<file path="src/ppe_map.svh">
/*
 * Register offsets, field positions, reset values and timing counts of the parallel port block.
 * Assumes inclusion by the port module and by the bench only.
 */
`ifndef PPE_MAP_SVH
`define PPE_MAP_SVH

`define PPE_OFS_DATA      8'h00
`define PPE_OFS_STATUS    8'h04
`define PPE_OFS_CONTROL   8'h08
`define PPE_OFS_EPP_ADDR  8'h0C
`define PPE_OFS_EPP_DATA  8'h10
`define PPE_OFS_COMPAT_DATA_FIFO     8'h14
`define PPE_OFS_EDFIFO    8'h18
`define PPE_OFS_TEST_FIFO     8'h1C
`define PPE_OFS_PORT_CONFIG_A     8'h20
`define PPE_OFS_PORT_CONFIG_B     8'h24
`define PPE_OFS_ECR       8'h28
`define PPE_OFS_AFIFO     8'h2C
`define PPE_OFS_EPP_CTRL  8'h30
`define PPE_OFS_CHIP_CFG  8'h34

`define PPE_CTL_STROBE    0
`define PPE_CTL_DIR       5
`define PPE_EPC_TRANSFER_DIRECTION_BIT      0
`define PPE_CFG_RELEASE   6
`define PPE_STS_TIMEOUT   0

`define PPE_CONTROL_RST   8'h00
`define PPE_EPP_CTRL_RST  8'h00
`define PPE_CHIP_CFG_RST  8'h00
`define PPE_ECR_RST       8'h00
`define PPE_PORT_CONFIG_A_VAL     8'h10
`define PPE_COMPRESS      1'b0
`define PPE_RLE_MAX       64

`define PPE_TIMEOUT_NS    10000
`define PPE_CLK_NS        10
`define PPE_TIMEOUT_CYC   (`PPE_TIMEOUT_NS / `PPE_CLK_NS)

`endif

</file>
<file path="src/ppe_pkg.sv">
/*
 * Types of the parallel port block: cycle states and pin groups.
 * Assumes the constants header alongside.
 */
`default_nettype none
package ppe_pkg;

    typedef enum logic [1:0] {
        PPE_IDLE,
        PPE_DRIVE,
        PPE_STROBE,
        PPE_DONE
    } ppe_state_t;

    typedef struct packed {
        logic       write_select_low;
        logic       data_strobe_low;
        logic       address_strobe_low;
        logic       peripheral_reset_low;
        logic       data_oe;
        logic [7:0] data_out;
    } ppe_pins_out_t;

    typedef struct packed {
        logic       peripheral_hold_low;
        logic       peripheral_interrupt_in;
        logic       busy;
        logic       ack_low;
        logic       paper_end;
        logic       select;
        logic       fault_low;
        logic [7:0] data_in;
    } ppe_pins_in_t;

endpackage : ppe_pkg
`default_nettype wire

</file>
<file path="src/ppe_port.sv">
/*
 * Parallel port with EPP 1.7 cycles, the shared ECP FIFO and an AHB-Lite register slave.
 * Assumes one AHB-Lite master with this slave alone, and pins synchronous to clk_i.
 */
// Decided for this implementation: register access over AHB-Lite and the register offsets.
`timescale 1ns/10ps
`default_nettype none
`include "ppe_map.svh"

module ppe_port #(
    parameter int FIFO_DEPTH = 16,
    parameter int TIMER_W    = 16
) (
    input  wire logic                  clk_i,
    input  wire logic                  resetn_i,
    input  wire logic                  hsel_i,
    input  wire logic [31:0]           haddr_i,
    input  wire logic [1:0]            htrans_i,
    input  wire logic                  hwrite_i,
    input  wire logic [2:0]            hsize_i,
    input  wire logic [31:0]           hwdata_i,
    input  wire logic                  hready_i,
    output logic                       hreadyout_o,
    output logic                       hresp_o,
    output logic [31:0]                hrdata_o,
    input  wire ppe_pkg::ppe_pins_in_t pins_i,
    output ppe_pkg::ppe_pins_out_t     pins_o,
    output logic                       irq_line_level_o
);
    import ppe_pkg::*;

    localparam int PW = $clog2(FIFO_DEPTH);
    localparam logic [TIMER_W-1:0] TO_LAST = TIMER_W'(`PPE_TIMEOUT_CYC - 1);

    ppe_state_t       state;
    logic             dp_valid;
    logic             dp_write;
    logic             dp_epp;
    logic [7:0]       dp_ofs;
    logic             ap_take;
    logic [7:0]       ap_ofs;
    logic [7:0]       port_control;
    logic [7:0]       epp_control;
    logic [7:0]       chip_config;
    logic [7:2]       ecr_ctl;
    logic             timeout_flag;
    logic [7:0]       pd_out;
    logic             cyc_dir;
    logic             cyc_addr;
    logic [TIMER_W-1:0] timer;
    logic             timeout_hit;
    logic             cycle_end;
    logic             in_cycle;
    logic             reg_wr;
    logic [7:0]       fifo_mem [FIFO_DEPTH];
    logic [PW-1:0]    wr_ptr;
    logic [PW-1:0]    rd_ptr;
    logic [PW:0]      fifo_count;
    logic             fifo_full;
    logic             fifo_empty;
    logic             fifo_push;
    logic             fifo_pop;

    function automatic logic is_fifo_push(input logic [7:0] ofs);
        is_fifo_push = (ofs == `PPE_OFS_COMPAT_DATA_FIFO) || (ofs == `PPE_OFS_EDFIFO) ||
                       (ofs == `PPE_OFS_TEST_FIFO) || (ofs == `PPE_OFS_AFIFO);
    endfunction : is_fifo_push

    function automatic logic is_fifo_pop(input logic [7:0] ofs);
        is_fifo_pop = (ofs == `PPE_OFS_EDFIFO) || (ofs == `PPE_OFS_TEST_FIFO);
    endfunction : is_fifo_pop

    function automatic logic is_epp(input logic [7:0] ofs);
        is_epp = (ofs == `PPE_OFS_EPP_ADDR) || (ofs == `PPE_OFS_EPP_DATA);
    endfunction : is_epp

    assign ap_take     = hsel_i && htrans_i[1] && hready_i;
    assign ap_ofs      = (haddr_i[31:8] == 24'h000000) ? haddr_i[7:0] : 8'hFF;
    assign hresp_o     = 1'b0;
    assign hreadyout_o = !(dp_valid && dp_epp && state != PPE_DONE);
    assign reg_wr      = dp_valid && dp_write && !dp_epp;

    // Data phase tracking; a new address phase is taken only when the slave is ready.
    always_ff @(posedge clk_i or negedge resetn_i) begin
        if (!resetn_i) begin
            dp_valid <= 1'b0;
            dp_write <= 1'b0;
            dp_epp   <= 1'b0;
            dp_ofs   <= 8'h00;
        end else if (hreadyout_o) begin
            dp_valid <= ap_take;
            dp_write <= hwrite_i;
            dp_epp   <= ap_take && is_epp(ap_ofs);
            dp_ofs   <= ap_ofs;
        end
    end

    // EPP cycle sequencer.
    assign in_cycle    = (state == PPE_DRIVE) || (state == PPE_STROBE);
    assign timeout_hit = (state == PPE_STROBE) && (timer >= TO_LAST);
    assign cycle_end   = (state == PPE_STROBE) && (pins_i.peripheral_hold_low || timeout_hit);

    always_ff @(posedge clk_i or negedge resetn_i) begin
        if (!resetn_i) begin
            state <= PPE_IDLE;
        end else begin
            case (state)
                PPE_IDLE: begin
                    if (dp_valid && dp_epp) begin
                        state <= PPE_DRIVE;
                    end
                end
                PPE_DRIVE: begin
                    state <= PPE_STROBE;
                end
                PPE_STROBE: begin
                    if (cycle_end) begin
                        state <= PPE_DONE;
                    end
                end
                PPE_DONE: begin
                    state <= PPE_IDLE;
                end
                default: begin
                    state <= PPE_IDLE;
                end
            endcase
        end
    end

    // Watchdog counts from the start of the cycle.
    always_ff @(posedge clk_i or negedge resetn_i) begin
        if (!resetn_i) begin
            timer <= '0;
        end else if (in_cycle) begin
            timer <= timer + TIMER_W'(1);
        end else begin
            timer <= '0;
        end
    end

    // Cycle attributes are frozen at the start so pins change only between cycles.
    always_ff @(posedge clk_i or negedge resetn_i) begin
        if (!resetn_i) begin
            cyc_dir  <= 1'b1;
            cyc_addr <= 1'b0;
        end else if (state == PPE_IDLE && dp_valid && dp_epp) begin
            cyc_dir  <= epp_control[`PPE_EPC_TRANSFER_DIRECTION_BIT];
            cyc_addr <= (dp_ofs == `PPE_OFS_EPP_ADDR);
        end
    end

    // Port data latch: standard data writes and EPP write bytes, kept after the cycle.
    always_ff @(posedge clk_i or negedge resetn_i) begin
        if (!resetn_i) begin
            pd_out <= 8'h00;
        end else if (state == PPE_IDLE && dp_valid && dp_epp && dp_write) begin
            pd_out <= hwdata_i[7:0];
        end else if (reg_wr && dp_ofs == `PPE_OFS_DATA) begin
            pd_out <= hwdata_i[7:0];
        end
    end

    // Software registers.
    always_ff @(posedge clk_i or negedge resetn_i) begin
        if (!resetn_i) begin
            port_control <= `PPE_CONTROL_RST;
            epp_control  <= `PPE_EPP_CTRL_RST;
            chip_config  <= `PPE_CHIP_CFG_RST;
            ecr_ctl      <= 6'(`PPE_ECR_RST >> 2);
        end else if (reg_wr) begin
            case (dp_ofs)
                `PPE_OFS_CONTROL:  port_control <= {2'b00, hwdata_i[5:0]};
                `PPE_OFS_EPP_CTRL: epp_control  <= {7'h00, hwdata_i[0]};
                `PPE_OFS_CHIP_CFG: chip_config  <= {1'b0, hwdata_i[6:0]};
                `PPE_OFS_ECR:      ecr_ctl      <= hwdata_i[7:2];
                default:           port_control <= port_control;
            endcase
        end
    end

    // Time-out flag; a new time-out wins over a write-one clear.
    always_ff @(posedge clk_i or negedge resetn_i) begin
        if (!resetn_i) begin
            timeout_flag <= 1'b0;
        end else if (timeout_hit && !pins_i.peripheral_hold_low) begin
            timeout_flag <= 1'b1;
        end else if (reg_wr && dp_ofs == `PPE_OFS_STATUS && hwdata_i[`PPE_STS_TIMEOUT]) begin
            timeout_flag <= 1'b0;
        end
    end

    // Shared FIFO behind every FIFO view, one byte per entry.
    assign fifo_full  = (fifo_count == (PW+1)'(FIFO_DEPTH));
    assign fifo_empty = (fifo_count == '0);
    assign fifo_push  = reg_wr && is_fifo_push(dp_ofs) && !fifo_full;
    assign fifo_pop   = ap_take && hreadyout_o && !hwrite_i && is_fifo_pop(ap_ofs) && !fifo_empty;

    always_ff @(posedge clk_i or negedge resetn_i) begin
        if (!resetn_i) begin
            wr_ptr     <= '0;
            rd_ptr     <= '0;
            fifo_count <= '0;
        end else begin
            if (fifo_push) begin
                wr_ptr <= wr_ptr + PW'(1);
            end
            if (fifo_pop) begin
                rd_ptr <= rd_ptr + PW'(1);
            end
            if (fifo_push && !fifo_pop) begin
                fifo_count <= fifo_count + (PW+1)'(1);
            end else if (fifo_pop && !fifo_push) begin
                fifo_count <= fifo_count - (PW+1)'(1);
            end
        end
    end

    always_ff @(posedge clk_i) begin
        if (fifo_push) begin
            fifo_mem[wr_ptr] <= hwdata_i[7:0];
        end
    end

    // Read data: registers at the address phase, the captured byte at the strobe release.
    always_ff @(posedge clk_i or negedge resetn_i) begin
        if (!resetn_i) begin
            hrdata_o <= 32'h00000000;
        end else if (cycle_end) begin
            hrdata_o <= {24'h000000, pins_i.data_in};
        end else if (ap_take && hreadyout_o && !hwrite_i) begin
            case (ap_ofs)
                `PPE_OFS_DATA:     hrdata_o <= {24'h000000, pins_i.data_in};
                `PPE_OFS_STATUS:   hrdata_o <= {24'h000000, !pins_i.busy, pins_i.ack_low, pins_i.paper_end,
                                                pins_i.select, pins_i.fault_low, 2'b00, timeout_flag};
                `PPE_OFS_CONTROL:  hrdata_o <= {24'h000000, port_control};
                `PPE_OFS_EDFIFO,
                `PPE_OFS_TEST_FIFO:    hrdata_o <= {24'h000000, fifo_empty ? 8'h00 : fifo_mem[rd_ptr]};
                `PPE_OFS_PORT_CONFIG_A:    hrdata_o <= {24'h000000, `PPE_PORT_CONFIG_A_VAL};
                `PPE_OFS_PORT_CONFIG_B:    hrdata_o <= {24'h000000, `PPE_COMPRESS, pins_i.peripheral_interrupt_in,
                                                chip_config[5:0]};
                `PPE_OFS_ECR:      hrdata_o <= {24'h000000, ecr_ctl, fifo_full, fifo_empty};
                `PPE_OFS_EPP_CTRL: hrdata_o <= {24'h000000, epp_control};
                `PPE_OFS_CHIP_CFG: hrdata_o <= {24'h000000, chip_config};
                default:           hrdata_o <= 32'h00000000;
            endcase
        end
    end

    // Pin drive.
    always_comb begin
        pins_o.data_out             = pd_out;
        pins_o.peripheral_reset_low = chip_config[`PPE_CFG_RELEASE];
        pins_o.data_strobe_low      = !(state == PPE_STROBE && !cyc_addr);
        pins_o.address_strobe_low   = !(state == PPE_STROBE && cyc_addr);
        if (in_cycle) begin
            pins_o.write_select_low = cyc_dir && !port_control[`PPE_CTL_STROBE];
            pins_o.data_oe          = !cyc_dir || port_control[`PPE_CTL_STROBE];
        end else begin
            pins_o.write_select_low = epp_control[`PPE_EPC_TRANSFER_DIRECTION_BIT];
            pins_o.data_oe          = !port_control[`PPE_CTL_DIR];
        end
    end

    assign irq_line_level_o = pins_i.peripheral_interrupt_in;

endmodule : ppe_port
`default_nettype wire

</file>
<file path="config.mk">
export PLATFORM = sky130hd
export DESIGN_NAME = ppe_port
export DESIGN_NICKNAME = d
export VERILOG_FILES = /design/src/ppe_pkg.sv /design/src/ppe_port.sv
export VERILOG_INCLUDE_DIRS = /design/src
export SDC_FILE = /design/constraint.sdc
export NUM_CORES = 1
export LEC_CHECK = 0
export BUFFER_PORTS_ARGS = -buffer_cell sky130_fd_sc_hd__buf_2
export CORE_UTILIZATION = 50
export DETAILED_ROUTE_END_ITERATION = 16
export GPL_TIMING_DRIVEN = 1
export PLACE_DENSITY = 0.71
export SYNTH_ARGS = -nofsm -noshare
export SYNTH_HDL_FRONTEND = slang
export SYNTH_SLANG_ARGS = --single-unit
</file>
<file path="constraint.sdc">
create_clock -name clk_i -period 4 [get_ports clk_i]
set_input_delay 0.6 -clock clk_i [delete_from_list [all_inputs] [get_ports clk_i]]
set_output_delay 0.6 -clock clk_i [all_outputs]
set_load 0.05 [all_outputs]
</file>
==> run metrics <==
FF/Latch Area=5870 um2; Vias=5959; endpoints failing setup=0; CTS Buf Count=22; Top delay family on crit path=simple AND/OR/NAND/NOR gates; endpoint class of the critical path=flip-flop; CP cell instances=ha_1, nor2_1, or3_1, buf_4, or3_4, ha_1, inv_1, ha_1, a21o_1, a21oi_1, xnor2_1, nor2_1, xnor2_1; max incr delay on CP=0.52 ns; routed length per placed instance=20.9 um; Main synth FF type=edfxtp_1; kind of critical path=reg2reg; Hold/Removal Path Class=in2async; Startpoint Class=flip-flop; commonest non-fill, non-tap cell in the layout=edfxtp_1; CTS max path bufs=3; Syn Area/Cell=13.8 um2; combinational family with the most area after synthesis=multiplexers; Power Density=490 nW/um2; adder and majority gate portion of the synthesized area=0.0206; Final Skew=0.0157 ns; Final Net Count=879; Rel. slew slack=0.306; sequential element share of the synthesized area=0.619; Starting Density=0.509; Post-DP HPWL=14.7 mm; slowest CP cell=nor2_1; share of layout cells above drive strength 1=0.243; Tot GR Track Use=0.224; Vias per Instance=5.81; Die Span Y=140 um; simple-gate share of the synthesized area=0.0986; Worst Path Arrival=3.58 ns; Area Overhead vs Synth=13.9%; final hold vios=0; number of iterations in the first detailed-routing pass=4; XOR/XNOR Fraction of Synth Area=0.0240; Critical Path Fanout Max=9; Post-synth EDFFs=128; Yosys warnings=0; # Max-Cap Violations=0; num rows=50; fillers=1449; Cell Area, Synth=9490 um2; Max Slew Vio Count=0; achievable frequency=313 MHz; Clock transition at path regs=0.06 ns; unrepaired setup endpoints after global routing=no; DRT Wirelength=21.4 mm; initial antenna violation count=0; Clk Latency, worst-skew pair=0.52 ns; post-synthesis mux area share=0.116; Synth cell types=70; vias in the first global route=5988; synthesized flop and latch total=209; setup TNS=0 ns; hold_buf cts=0; initial DRC count=432; Least-Margin Pin Slew=1.04 ns; Static Leak=0.00405 uW; area of the multi-input gates=3300 um2; Final GP Congestion=0.904; # placed instances=985; CTS root buf=clkbuf_16; status=completed; CTS tree=built; Critical Path RT=4.39 ns; Core Util, Final=0.580; clk sinks=209; Compound-Gate Fraction of Synth Area=0.0795; port buffer count=83; fin crit share=0.798; Die Wd=140 um; fin crit period=3.19 ns; Synth Instances=687; top cells by area, synth=edfxtp_1, dfrtp_1, mux4_2, mux2_2, mux2i_1; I/O pin total=137; grt ovf=0; Post-DP Area=10000 um2; core area=18600 um2; post-layout instance area=10800 um2; CTS HTree Levels=1; pin count of the biggest net entering global routing=82; most frequent CP cell=ha_1; post-synth top area share=0.405; DR DRC count=0; Buf/Inv on CP=2; non-filler cells, final=1025; cell taking the most area after synthesis=edfxtp_1; Hold WS=0.263 ns; most frequent cells in the layout=edfxtp_1, buf_2, dfrtp_1; post-CTS setup buffers=0; antenna-violating nets left=0; Post-synth ARST share=0.388; CTS resizes=0; Peak VDD IR=0.432 mV; ant diodes=0; first-pass GRT wire length=33.5 mm; DIE AREA=19500 um2
==> through the flow <==
stage               setup slack [ns]  power [uW]
CTS                            0.820        5320
floorplan                      0.784        3000
global placement               0.551        3190
global route                   0.628        5480
detailed placement             0.480        3210
finish                         0.810        5290
==> layout make-up <==
| type | count | area share |
|---|---|---|
| clock buffers | 33 | 0.0617 |
| clock inverters | 7 | 0.0104 |
| well taps | 234 | 0.0271 |
| inverters | 22 | 0.00764 |
| flip-flops and latches | 209 | 0.543 |
| repair buffers | 89 | 0.0440 |
| multi-input cells | 431 | 0.306 |
==> worst register-to-register path: cells and delay by family, from the launching register on <==
family	cells	cell delay, ns
simple gates	4	0.98
compound gates	2	0.36
fa+ha+maj	3	0.77
buf+inv	2	0.30
xor+xnor	2	0.26
flops	1	0.40
==> layer usage <==
metal / vias to the layer above / global-route usage / wire [um]
met2: 208 / 0.352 / 10100
met1: 2975 / 0.307 / 9240
met4: 0 / 0.0896 / 733
met3: 54 / 0.0427 / 1280
li1: 2722 / - / -
met5: - / 0 / 0
==> cells by family (layout without fill, tap and decap cells) <==
kind of cell             count (synthesis)  count (layout)
XOR/XNOR                                26              26
AND/OR/NAND/NOR                        176             176
multiplexers                            80              80
adder cells (fa/ha/maj)                 15              15
other                                    1              25
AO/OA/AOI/OAI                          109             109
buffers and inverters                   71             151
flip-flops                             209             209
==> power by group <==
group          leakage [uW]  switching [uW]  internal (uW)
clock              0.000380             826           1290
sequential          0.00217            67.3           2380
combinational       0.00150             552            179
total               0.00405            1450           3850
==> Yosys cell counts (4+ instances only) <==
master / n
edfxtp_1: 128
a22oi_1: 8
nor4_1: 11
buf_4: 28
o21ai_0: 22
xnor2_1: 19
nand2_1: 32
xor2_1: 7
mux4_2: 20
a31oi_1: 8
and3_1: 8
ha_1: 14
a21o_1: 4
nand3_1: 9
a221oi_1: 12
inv_1: 20
a32oi_1: 5
and2_1: 18
nor2_1: 52
clkbuf_1: 14
nor3_1: 9
nor3b_1: 4
a21oi_1: 20
nand4_1: 9
buf_6: 4
mux2_2: 32
o21bai_1: 5
mux2i_1: 27
dfrtp_1: 80
==> registers in the layout, summed over array words and instances, names as in the netlist, 5 cells and up <==
register,cells
fifo_mem,128
timer,16
dp_ofs,8
hrdata_o,8
pd_out,8
chip_config,7
ecr_ctl,6
port_control,6
fifo_count,5
==> path summary, 6_finish.rpt <==
| kind | startpoint | to | slack, ns | depth (start not counted) |
|---|---|---|---|---|
| max in group asynchronous | resetn_i | rd_ptr[0] | 3.00 | 1 |
| worst min-delay path | resetn_i | timer[11] | 0.26 | 1 |
| worst max register to register | state[0] | fifo_count[4] | 0.81 | 13 |
| worst max-delay path | state[0] | fifo_count[4] | 0.81 | 13 |
| worst min register to register | cyc_dir | cyc_dir | 0.49 | 2 |
| min in group clk_i | hwrite_i | dp_write | 0.35 | 3 |
(Power assumes the default switching activity.)
